[src/core/bptc_pkg.sv]
/*
 bulk paper tray controller: shared constants, types and cable layout.
 assumes one 100 MHz clock shared by both ends and a synchronous reset.
*/
package bptc_pkg;
   localparam int FEED_TIME_MS = 200;
   localparam int CLK_MHZ = 100;
   localparam int FEED_CYCLES = FEED_TIME_MS * 1000 * CLK_MHZ;

   // status word carried from tray to engine board
   localparam int ST_PRESENT = 0;
   localparam int ST_EMPTY = 1;
   localparam int ST_AT_TOP = 2;
   localparam int ST_AT_BOTTOM = 3;
   localparam int ST_DOOR_OPEN = 4;
   localparam int ST_FEEDING = 5;
   localparam int ST_W = 6;

   // engine board error codes, bcd
   localparam logic [15:0] ERR_NONE = 16'h0000;
   localparam logic [15:0] ERR_EMPTY = 16'h0703;
   localparam logic [15:0] ERR_ABSENT = 16'h0707;
   localparam logic [15:0] ERR_PREREG = 16'h0823;
   localparam logic [15:0] ERR_BYP_TRAIL = 16'h0830;
   localparam logic [15:0] ERR_SHINGLE = 16'h0833;
   localparam logic [15:0] ERR_FUSER_BYP = 16'h1020;
   localparam logic [15:0] ERR_FUSER_TRAY = 16'h1023;

   // jam reports into the engine board
   localparam int JAM_PREREG = 0;
   localparam int JAM_BYP_TRAIL = 1;
   localparam int JAM_SHINGLE = 2;
   localparam int JAM_FUSER = 3;
   localparam int JAM_W = 4;

   // axi-lite register offsets of the engine board
   localparam logic [3:0] REG_CTRL = 4'h0;
   localparam logic [3:0] REG_STATUS = 4'h4;
   localparam logic [3:0] REG_ERROR = 4'h8;
   localparam logic [3:0] REG_IRQ_STAT = 4'hc;
   localparam logic [3:0] REG_IRQ_MASK = 4'h0 + 4'h0;
   localparam logic [4:0] REG_IRQ_MASK_A = 5'h10;
   localparam logic [1:0] RESP_OKAY = 2'h0;
   localparam logic [1:0] RESP_SLVERR = 2'h2;

   // ctrl bits
   localparam int CTL_FEED = 0;
   localparam int CTL_SRC_TRAY = 1;

   // irq bits
   localparam int IRQ_ERROR = 0;
   localparam int IRQ_CLEARED = 1;
   localparam int IRQ_FEED_DONE = 2;
   localparam int IRQ_W = 3;

   typedef enum logic [3:0] {
      BPTC_IDLE = 4'b0001,
      BPTC_UP = 4'b0010,
      BPTC_DOWN = 4'b0100,
      BPTC_HOLD = 4'b1000
   } bptc_elev_t;
endpackage : bptc_pkg

[src/core/bptc_cable_if.sv]
/*
 interconnect cable between tray controller and engine board.
 assumes both ends share aclk; no pins are two-way.
*/
`timescale 1ns/1ns
interface bptc_cable_if;
   logic tray_present;
   logic [bptc_pkg::ST_W-1:0] status;
   logic feed_req;
   logic feed_done;
   modport tray (output tray_present, output status, output feed_done,
      input feed_req);
   modport engine (input tray_present, input status, input feed_done,
      output feed_req);
endinterface : bptc_cable_if

[src/core/bptc_engine.sv]
/*
 engine board end: axi4-lite registers, error codes and print halt.
 assumes the tray end is joined through bptc_cable_if on the same aclk.
*/
// Local design decisions: register access over AXI4-Lite and the address map.
`timescale 1ns/1ns
module bptc_engine (
   input wire logic aclk,
   input wire logic aresetn,
   bptc_cable_if.engine cable,
   input wire logic [bptc_pkg::JAM_W-1:0] jam,
   output logic print_halt,
   output logic irq,
   input wire logic [4:0] s_axi_awaddr,
   input wire logic s_axi_awvalid,
   output logic s_axi_awready,
   input wire logic [31:0] s_axi_wdata,
   input wire logic [3:0] s_axi_wstrb,
   input wire logic s_axi_wvalid,
   output logic s_axi_wready,
   output logic [1:0] s_axi_bresp,
   output logic s_axi_bvalid,
   input wire logic s_axi_bready,
   input wire logic [4:0] s_axi_araddr,
   input wire logic s_axi_arvalid,
   output logic s_axi_arready,
   output logic [31:0] s_axi_rdata,
   output logic [1:0] s_axi_rresp,
   output logic s_axi_rvalid,
   input wire logic s_axi_rready
);
   typedef struct packed {
      logic [15:0] err;
      logic [bptc_pkg::ST_W:0] snap;
      logic [1:0] ctrl;
      logic [bptc_pkg::IRQ_W-1:0] ist;
      logic [bptc_pkg::IRQ_W-1:0] imask;
      logic aw_got;
      logic w_got;
      logic [4:0] awaddr;
      logic [31:0] wdata;
      logic bvalid;
      logic [1:0] bresp;
      logic rvalid;
      logic [31:0] rdata;
      logic [1:0] rresp;
   } bptc_eng_state_t;

   bptc_eng_state_t s_ff, nxt_s;
   logic [bptc_pkg::ST_W:0] inputs;
   logic [15:0] code;
   logic do_wr, do_rd;
   logic [bptc_pkg::IRQ_W-1:0] ev;

   function automatic logic [15:0] bptc_decode(
      input logic present, input logic empty,
      input logic [bptc_pkg::JAM_W-1:0] j, input logic tray_src);
      logic [15:0] c;
      c = bptc_pkg::ERR_NONE;
      if (!present) c = bptc_pkg::ERR_ABSENT;
      else if (j[bptc_pkg::JAM_FUSER])
         c = tray_src ? bptc_pkg::ERR_FUSER_TRAY
                      : bptc_pkg::ERR_FUSER_BYP;
      else if (j[bptc_pkg::JAM_PREREG]) c = bptc_pkg::ERR_PREREG;
      else if (j[bptc_pkg::JAM_BYP_TRAIL]) c = bptc_pkg::ERR_BYP_TRAIL;
      else if (j[bptc_pkg::JAM_SHINGLE]) c = bptc_pkg::ERR_SHINGLE;
      else if (empty) c = bptc_pkg::ERR_EMPTY;
      return c;
   endfunction : bptc_decode

   assign inputs = {cable.status, cable.tray_present};
   assign code = bptc_decode(cable.tray_present,
      cable.status[bptc_pkg::ST_EMPTY], jam,
      s_ff.ctrl[bptc_pkg::CTL_SRC_TRAY]);
   assign do_wr = s_ff.aw_got && s_ff.w_got && !s_ff.bvalid;
   assign do_rd = s_axi_arvalid && !s_ff.rvalid;

   always_comb begin
      nxt_s = s_ff;
      ev = '0;
      nxt_s.snap = inputs;
      // latch first error; clear only when any status word bit (feeding included) or tray_present changes
      if (s_ff.err == bptc_pkg::ERR_NONE) begin
         if (code != bptc_pkg::ERR_NONE) begin
            nxt_s.err = code;
            ev[bptc_pkg::IRQ_ERROR] = 1'b1;
         end
      end else if (inputs != s_ff.snap) begin
         nxt_s.err = bptc_pkg::ERR_NONE;
         ev[bptc_pkg::IRQ_CLEARED] = 1'b1;
      end
      ev[bptc_pkg::IRQ_FEED_DONE] = cable.feed_done;
      nxt_s.ctrl[bptc_pkg::CTL_FEED] = 1'b0;
      if (s_axi_awvalid && !s_ff.aw_got) begin
         nxt_s.aw_got = 1'b1;
         nxt_s.awaddr = s_axi_awaddr;
      end
      if (s_axi_wvalid && !s_ff.w_got) begin
         nxt_s.w_got = 1'b1;
         nxt_s.wdata = s_axi_wdata;
      end
      if (do_wr) begin
         nxt_s.aw_got = 1'b0;
         nxt_s.w_got = 1'b0;
         nxt_s.bvalid = 1'b1;
         nxt_s.bresp = bptc_pkg::RESP_OKAY;
         case (s_ff.awaddr)
            {1'b0, bptc_pkg::REG_CTRL}:
               nxt_s.ctrl = s_ff.wdata[1:0];
            bptc_pkg::REG_IRQ_MASK_A:
               nxt_s.imask = s_ff.wdata[bptc_pkg::IRQ_W-1:0];
            {1'b0, bptc_pkg::REG_STATUS}, {1'b0, bptc_pkg::REG_ERROR},
            {1'b0, bptc_pkg::REG_IRQ_STAT}: ;
            default: nxt_s.bresp = bptc_pkg::RESP_SLVERR;
         endcase
      end
      if (s_ff.bvalid && s_axi_bready) nxt_s.bvalid = 1'b0;
      nxt_s.ist = s_ff.ist;
      if (do_rd) begin
         nxt_s.rvalid = 1'b1;
         nxt_s.rresp = bptc_pkg::RESP_OKAY;
         nxt_s.rdata = '0;
         case (s_axi_araddr)
            {1'b0, bptc_pkg::REG_CTRL}: nxt_s.rdata[1:0] = s_ff.ctrl;
            {1'b0, bptc_pkg::REG_STATUS}:
               nxt_s.rdata[bptc_pkg::ST_W:0] = inputs;
            {1'b0, bptc_pkg::REG_ERROR}: nxt_s.rdata[15:0] = s_ff.err;
            {1'b0, bptc_pkg::REG_IRQ_STAT}: begin
               nxt_s.rdata[bptc_pkg::IRQ_W-1:0] = s_ff.ist;
               nxt_s.ist = '0;
            end
            bptc_pkg::REG_IRQ_MASK_A:
               nxt_s.rdata[bptc_pkg::IRQ_W-1:0] = s_ff.imask;
            default: nxt_s.rresp = bptc_pkg::RESP_SLVERR;
         endcase
      end
      if (s_ff.rvalid && s_axi_rready) nxt_s.rvalid = 1'b0;
      nxt_s.ist = nxt_s.ist | ev; // set wins over read clear
      if (do_wr && s_ff.awaddr == {1'b0, bptc_pkg::REG_CTRL} &&
          s_ff.err != bptc_pkg::ERR_NONE) begin
         nxt_s.ctrl[bptc_pkg::CTL_FEED] = 1'b0;
      end
   end

   always_ff @(posedge aclk) begin
      if (!aresetn) begin
         s_ff <= '0;
         s_ff.snap <= '0;
      end else begin
         s_ff <= nxt_s;
      end
   end

   assign cable.feed_req = s_ff.ctrl[bptc_pkg::CTL_FEED];
   assign print_halt = (s_ff.err != bptc_pkg::ERR_NONE);
   assign irq = |(s_ff.ist & s_ff.imask);
   assign s_axi_awready = !s_ff.aw_got;
   assign s_axi_wready = !s_ff.w_got;
   assign s_axi_bvalid = s_ff.bvalid;
   assign s_axi_bresp = s_ff.bresp;
   assign s_axi_arready = !s_ff.rvalid;
   assign s_axi_rvalid = s_ff.rvalid;
   assign s_axi_rdata = s_ff.rdata;
   assign s_axi_rresp = s_ff.rresp;
endmodule : bptc_engine

[src/flat_wrapper.sv]
// flat-port wrapper written by rule: the top's interface ports become plain ports
module bptc_engine_flat 
  (aclk, aresetn, jam, print_halt, irq, s_axi_awaddr, s_axi_awvalid, s_axi_awready, s_axi_wdata, s_axi_wstrb, s_axi_wvalid, s_axi_wready, s_axi_bresp, s_axi_bvalid, s_axi_bready, s_axi_araddr, s_axi_arvalid, s_axi_arready, s_axi_rdata, s_axi_rresp, s_axi_rvalid, s_axi_rready, cable_tray_present, cable_status, cable_feed_done, cable_feed_req);
  bptc_cable_if cable_i ();
  input wire logic aclk;
  input wire logic aresetn;
  input wire logic [bptc_pkg::JAM_W-1:0] jam;
  output logic print_halt;
  output logic irq;
  input wire logic [4:0] s_axi_awaddr;
  input wire logic s_axi_awvalid;
  output logic s_axi_awready;
  input wire logic [31:0] s_axi_wdata;
  input wire logic [3:0] s_axi_wstrb;
  input wire logic s_axi_wvalid;
  output logic s_axi_wready;
  output logic [1:0] s_axi_bresp;
  output logic s_axi_bvalid;
  input wire logic s_axi_bready;
  input wire logic [4:0] s_axi_araddr;
  input wire logic s_axi_arvalid;
  output logic s_axi_arready;
  output logic [31:0] s_axi_rdata;
  output logic [1:0] s_axi_rresp;
  output logic s_axi_rvalid;
  input wire logic s_axi_rready;
  input wire logic [$bits(cable_i.tray_present)-1:0] cable_tray_present;
  input wire logic [$bits(cable_i.status)-1:0] cable_status;
  input wire logic [$bits(cable_i.feed_done)-1:0] cable_feed_done;
  output wire logic [$bits(cable_i.feed_req)-1:0] cable_feed_req;
  assign cable_i.tray_present = cable_tray_present;
  assign cable_i.status = cable_status;
  assign cable_i.feed_done = cable_feed_done;
  assign cable_feed_req = cable_i.feed_req;
  bptc_engine u_core (.aclk(aclk), .aresetn(aresetn), .cable(cable_i), .jam(jam), .print_halt(print_halt), .irq(irq), .s_axi_awaddr(s_axi_awaddr), .s_axi_awvalid(s_axi_awvalid), .s_axi_awready(s_axi_awready), .s_axi_wdata(s_axi_wdata), .s_axi_wstrb(s_axi_wstrb), .s_axi_wvalid(s_axi_wvalid), .s_axi_wready(s_axi_wready), .s_axi_bresp(s_axi_bresp), .s_axi_bvalid(s_axi_bvalid), .s_axi_bready(s_axi_bready), .s_axi_araddr(s_axi_araddr), .s_axi_arvalid(s_axi_arvalid), .s_axi_arready(s_axi_arready), .s_axi_rdata(s_axi_rdata), .s_axi_rresp(s_axi_rresp), .s_axi_rvalid(s_axi_rvalid), .s_axi_rready(s_axi_rready));
endmodule
[config.mk]
export PLATFORM = sky130hd
export DESIGN_NAME = bptc_engine_flat
export DESIGN_NICKNAME = d
export VERILOG_FILES = /design/src/core/bptc_pkg.sv /design/src/core/bptc_cable_if.sv /design/src/core/bptc_engine.sv /design/src/flat_wrapper.sv
export SDC_FILE = /design/constraint.sdc
export NUM_CORES = 1
export LEC_CHECK = 0
export BUFFER_PORTS_ARGS = -buffer_cell sky130_fd_sc_hd__buf_2
export CAP_MARGIN = 5
export CORE_MARGIN = 2
export CORE_UTILIZATION = 50
export CTS_CLUSTER_DIAMETER = 50
export DETAILED_ROUTE_END_ITERATION = 10
export PLACE_DENSITY = 0.85
export RECOVER_POWER = 50
export SLEW_MARGIN = 0
export SYNTH_ARGS = -nofsm -noshare
export SYNTH_HDL_FRONTEND = slang
export SYNTH_SLANG_ARGS = --single-unit
[constraint.sdc]
create_clock -name aclk -period 2.63 [get_ports aclk]
set_clock_uncertainty 0.2 [all_clocks]
set_input_delay 0.526 -clock aclk [delete_from_list [all_inputs] [get_ports aclk]]
set_output_delay 0.526 -clock aclk [all_outputs]
set_load 0.005 [all_outputs]
# --- After elaboration in Yosys (flattened, before gate mapping) ---
# Index checks and enable logic that the tools add are counted.
# W data, S select, Z words.
totals:
  register_bits: 63
  in_bits: 65
  out_inout_bits: 44
  wordCells: 81
classes:
  n_eq_ne: 10
  muxes: 22
  bitwise: 5
  reduce_logical: 29
op_table:
  columns: ["operator", "n"]
  rows:
  - ["$mux W16", 8]
  - ["$reduce_bool A16 Y1", 2]
  - ["$eq A5 B4 Y1 const B", 4]
  - ["$logic_not A16 Y1", 1]
  - ["$mux W11", 1]
  - ["$eq A5 B3 Y1 const B", 2]
  - ["$eq A5 B5 Y1 const B", 2]
  - ["$logic_not A5 Y1", 2]
  - ["$pmux W2 S5", 1]
  - ["$reduce_or A5 Y1", 2]
  - ["$logic_and A1 B1 Y1", 9]
  - ["$mux W9", 1]
  - ["$pmux W4 S2", 1]
  - ["$ne A7 B7 Y1", 1]
  - ["$mux W2", 3]
  - ["$mux W3", 2]
  - ["$reduce_and A2 Y1", 3]
  - ["$reduce_or A2 Y1", 3]
  - ["$logic_not A1 Y1", 4]
  - ["$mux W1", 4]
  - ["$pmux W1 S4", 1]
  - ["$reduce_or A4 Y1", 1]
  - ["$and A3 B3 Y3", 1]
  - ["$not A1 Y1", 3]
  - ["other kinds (4)", 4]

# --- Logic depth before layout (Yosys ltp) ---
logic_depth:
  word_depth: 10
  ltp_mapped: 5
  depth_no_buf: 5

# --- Worst setup path before layout ---
# OpenSTA, ideal clock, no wires.
synth_path:
  kind: "input -> register"
  from: "input port s_axi_araddr[1]"
  to: "register u_core.s_ff[80] in the netlist's numbering"
  setup_ns: 0.115
  arrival_time_ns: 1.530
  t_required_ns: 2.315
  slack_ns: 0.786
  cell_stages: 4
  path_buffers: 0
  path_cell_list: "or4b_4 nor3_4 nor2b_1 o21a_1"
synth_via:
  elab_chain_len: 4
synth_lines:
  columns: ["element", "line_no", "text"]
  rows:
  - ["start: declaration", "flat_wrapper.sv:20", "input wire logic [4:0] s_axi_araddr;"]
  - ["$eq A5 B4 Y1", "bptc_engine.sv:123", "case (s_axi_araddr)"]
  - ["$mux W3", "bptc_engine.sv:123", null]
  - ["$mux W3", "bptc_engine.sv:119", "if (do_rd) begin"]
  - ["$or A3 B3 Y3", "bptc_engine.sv:138", "nxt_s.ist = nxt_s.ist | ev;"]
  - ["end signal: assignment", "bptc_engine.sv:150", "s_ff <= nxt_s;"]
  - ["end: declaration", "bptc_engine.sv:49", "bptc_eng_state_t s_ff, nxt_s;"]
# No other way between the ends.
# A chain may end at the register's enable or synchronous reset.

# --- Final worst setup path ---
layout_path:
  from: "register u_core.s_ff[97] in the netlist's numbering"
  to: "output port print_halt"
layout_via:
  elab_chain_len: 1
layout_lines:
  columns: ["element", "line_no", "text"]
  rows:
  - ["$reduce_bool A16 Y1", "bptc_engine.sv:155", "assign print_halt = (s_ff.err != bptc_pkg::ERR_NONE);"]
  - ["end: declaration", "flat_wrapper.sv:8", "output logic print_halt;"]
# No other way between the ends.

==> results by group <==
Outcome
  • Status: complete, no violations

Floorplan
  • Die width: 71.9 µm
  • Row count: 24
  • Die ar.: roughly 5200 µm²
  • Die Y-Extent: around 72 µm
  • IO Count: approximately 110
  • Initial Util: 0.526
  • Core Region: 4380 µm²

STA
  • Highest Clock Rate: between 400 and 500 MHz
  • Worst-Margin Slew: 0.875 ns
  • Final Setup Violations: 0
  • Slew headroom: 0.417
  • Total negative slack: 0 ns
  • Final Critical Period: 2.36 ns
  • Final Hold Viols: 0
  • Slew Limit Fails: 0
  • RSZ-0062 raised after global routing: no
  • Final period util: 0.899

Routing
  • Wire length per cell: 13.0 µm
  • Routed Antenna Nets: 0
  • Number of DRC markers in iteration 0: 150
  • DR top layer: met4
  • DRT Pass-1 Iters: 4
  • Routed wire length: roughly 4400 µm
  • Routed vias/inst: 5.14
  • M1 wire length: 1950 µm
  • DR vias: 1,718
  • Met2 Wirelength: 2050 µm
  • Met3 WL: 292 µm
  • DRC viols: 0

Worst setup path
  • Setup crit end kind: primary output
  • Slowest CP cell: or4_4
  • Crit-path max cell delay: between 0.5 and 0.6 ns
  • Buf/Inv on CP: 2
  • Critical path fanouts, max: 3
  • Kind of critical path: reg2out
  • Worst path top cell family by delay: simple AND/OR/NAND/NOR gates
  • Critical Path AT: ~1.6 ns
  • Worst path cell trace: or4_4 > nor4_4 > inv_1 > buf_2
  • CP required: 1.90 ns
  • Startpoint Class: flip-flop

Pwr
  • Logic pwr share: 0.144
  • Internal: 1.12 mW
  • Seq pwr share: 0.513
  • Clock power frac: 0.343
  • Max VDD drop: 0.328 mV
  • Sw Ratio: 0.255
  • Psw: 0.385 mW
  • Lkg Pwr: around 1.1 nW
  • Power Density: 601 nW/µm²

Synth
  • Prevailing post-synth register cell: dfxtp_1
  • Synth area leaders: dfxtp_1 40%, buf_4 12%, nor2b_1 6.8%, mux2i_1 6.5%, o2bb2ai_1 2.3%
  • Top-count cell post-synth: dfxtp_1
  • Post-synth ARST share: 0
  • Area leader, netlist: dfxtp_1
  • EDFF count, synth: 0
  • Flops & latches, synth: 46
  • Mapped cell area: 2310 µm²
  • Top cells by count, synth: 46 x dfxtp_1, 37 x buf_4, 25 x nor2b_1
  • Avg Synthesized Cell Area: 9.45 µm²
  • Synth cell types: 45
  • Synthesized instance count: 244
  • Seq/Total Area, Yosys: 0.399
  • Post-synth top area share: 0.399
  • Warnings from Yosys: 0

GRT
  • First-pass GRT wire length: 7100 µm
  • Number of global-route vias before repair: 1,526
  • Largest net degree at the start of global routing: 25
  • Overall Global Routing Usage: 0.176
  • Initial antenna violation count: 0
  • Congestion Overflow GR: 0

Clocking
  • Post CTS Setup Buffer Count: 0
  • Clock transition at path regs: 0.09 ns
  • CTS H-tree lvls: 2
  • Hold-fix buffers at CTS: 0
  • Clk buf depth: 2
  • Num Clock Sinks: 46
  • Cts repair resizes: 0
  • Clock latency on the worst-skew pair: 0.30 ns
  • CTS Root Cell: clkbuf_8
  • CTS Buf Count: 5
  • CTS tree: yes

Placed design
  • DP Wirelength: 3350 µm
  • Placer's final routability congestion estimate: 0.821
  • IO Port Bufs: 53

Finish
  • Layout cells sized above 1: 0.223
  • Area growth, synth to finish: 8.95%
  • Filler cells: 406
  • Final #Nets: 346
  • Ant. Diodes: 0
  • Final core occ: 0.573

Job
  • Number of max-cap violations: 0

Worst hold path
  • Worst Hold Class: in2reg
[power groups by stage]
stage / Clock, mW / Combinational (mW) / Sequential [mW]
finish: 0.518 / 0.217 / 0.774
CTS: 0.528 / 0.220 / 0.774
global placement: 0 / 0.214 / 0.788
detailed placement: 0 / 0.219 / 0.790
global route: 0.558 / 0.243 / 0.779
floorplan: 0 / 0.177 / 0.780
[cell usage in the layout (no fill, tap or decap), types with 2 or more instances in the layout]
cell type  count
buf_2         47
dfxtp_1       46
nor2b_1       25
conb_1        22
mux2i_1       15
nand2_1       12
nor2_1        10
o21ai_0        9
clkbuf_1       8
inv_1          7
a22oi_1        6
xnor2_1        6
o2bb2ai_1      6
clkbuf_8       5
a21boi_0       4
nor3_1         4
and2_0         4
nand2b_1       3
a22o_1         3
nand3b_1       3
nor3b_1        3
and2_1         3
nor4_4         2
nor4_1         2
a32oi_1        2
a21oi_1        2
o21a_1         2
[through the flow]
| step | hold slack [ns] | instances | power, mW | instance area (µm²) | setup slack [ns] |
|---|---|---|---|---|---|
| after detailed placement | 0.255 | 326 | 1.01 | 2410 | 0.457 |
| after global routing | 0.242 | 334 | 1.58 | 2510 | 0.148 |
| final | 0.238 | 334 | 1.51 | 2510 | 0.265 |
| after CTS | 0.230 | 334 | 1.52 | 2520 | 0.259 |
| after global placement | 0.240 | 326 | 1.00 | 2410 | 0.517 |
| after floorplan | 0.221 | 265 | 0.957 | 2380 | 0.786 |
[registers in the layout, indices dropped and copies added, names as in the netlist]
name	cells
u_core.s_axi_bresp	1
u_core.s_axi_rresp	1
u_core.s_axi_rvalid	1
u_core.s_ff	31
u_core.s_axi_rdata	10
u_core.cable.feed_req	1
u_core.s_axi_bvalid	1
[final timing paths]
path / cells after the start / endpoint / from / slack, ns
hold / removal: 2 / u_core.s_ff[82] / cable_feed_done / 0.24
setup reg to reg: 5 / u_core.s_ff[81] / u_core.s_ff[97] / 0.80
setup / recovery: 4 / print_halt / u_core.s_ff[97] / 0.27
hold reg to reg: 2 / u_core.s_axi_rdata[0] / u_core.s_axi_rdata[0] / 0.27
[per-layer routing]
layer,vias up,global-route usage
met1,790,0.232
met3,5,0.0458
met5,-,0
li1,862,-
met4,0,0.0629
met2,61,0.281
[logic make-up (layout without fill, tap and decap cells)]
logic type	count (synthesis)	in the layout	synth area share
multiplexers	16	16	0.0700
AO/OA/AOI/OAI	43	43	0.138
XOR/XNOR	7	7	0.0266
buffers and inverters	52	69	0.145
flip-flops	46	46	0.399
other	1	22	0.00163
AND/OR/NAND/NOR	79	79	0.219
[final cells by class]
type,count,area [µm²],area share
clock buffers,6,72.6,0.0289
flip-flops and latches,46,921,0.367
well taps,52,65.1,0.0259
clock inverters,2,37.5,0.0149
multi-input cells,167,1130,0.449
repair buffers,54,262,0.104
inverters,7,26.3,0.0105
No activity file was read; power rests on OpenSTA's default activity.
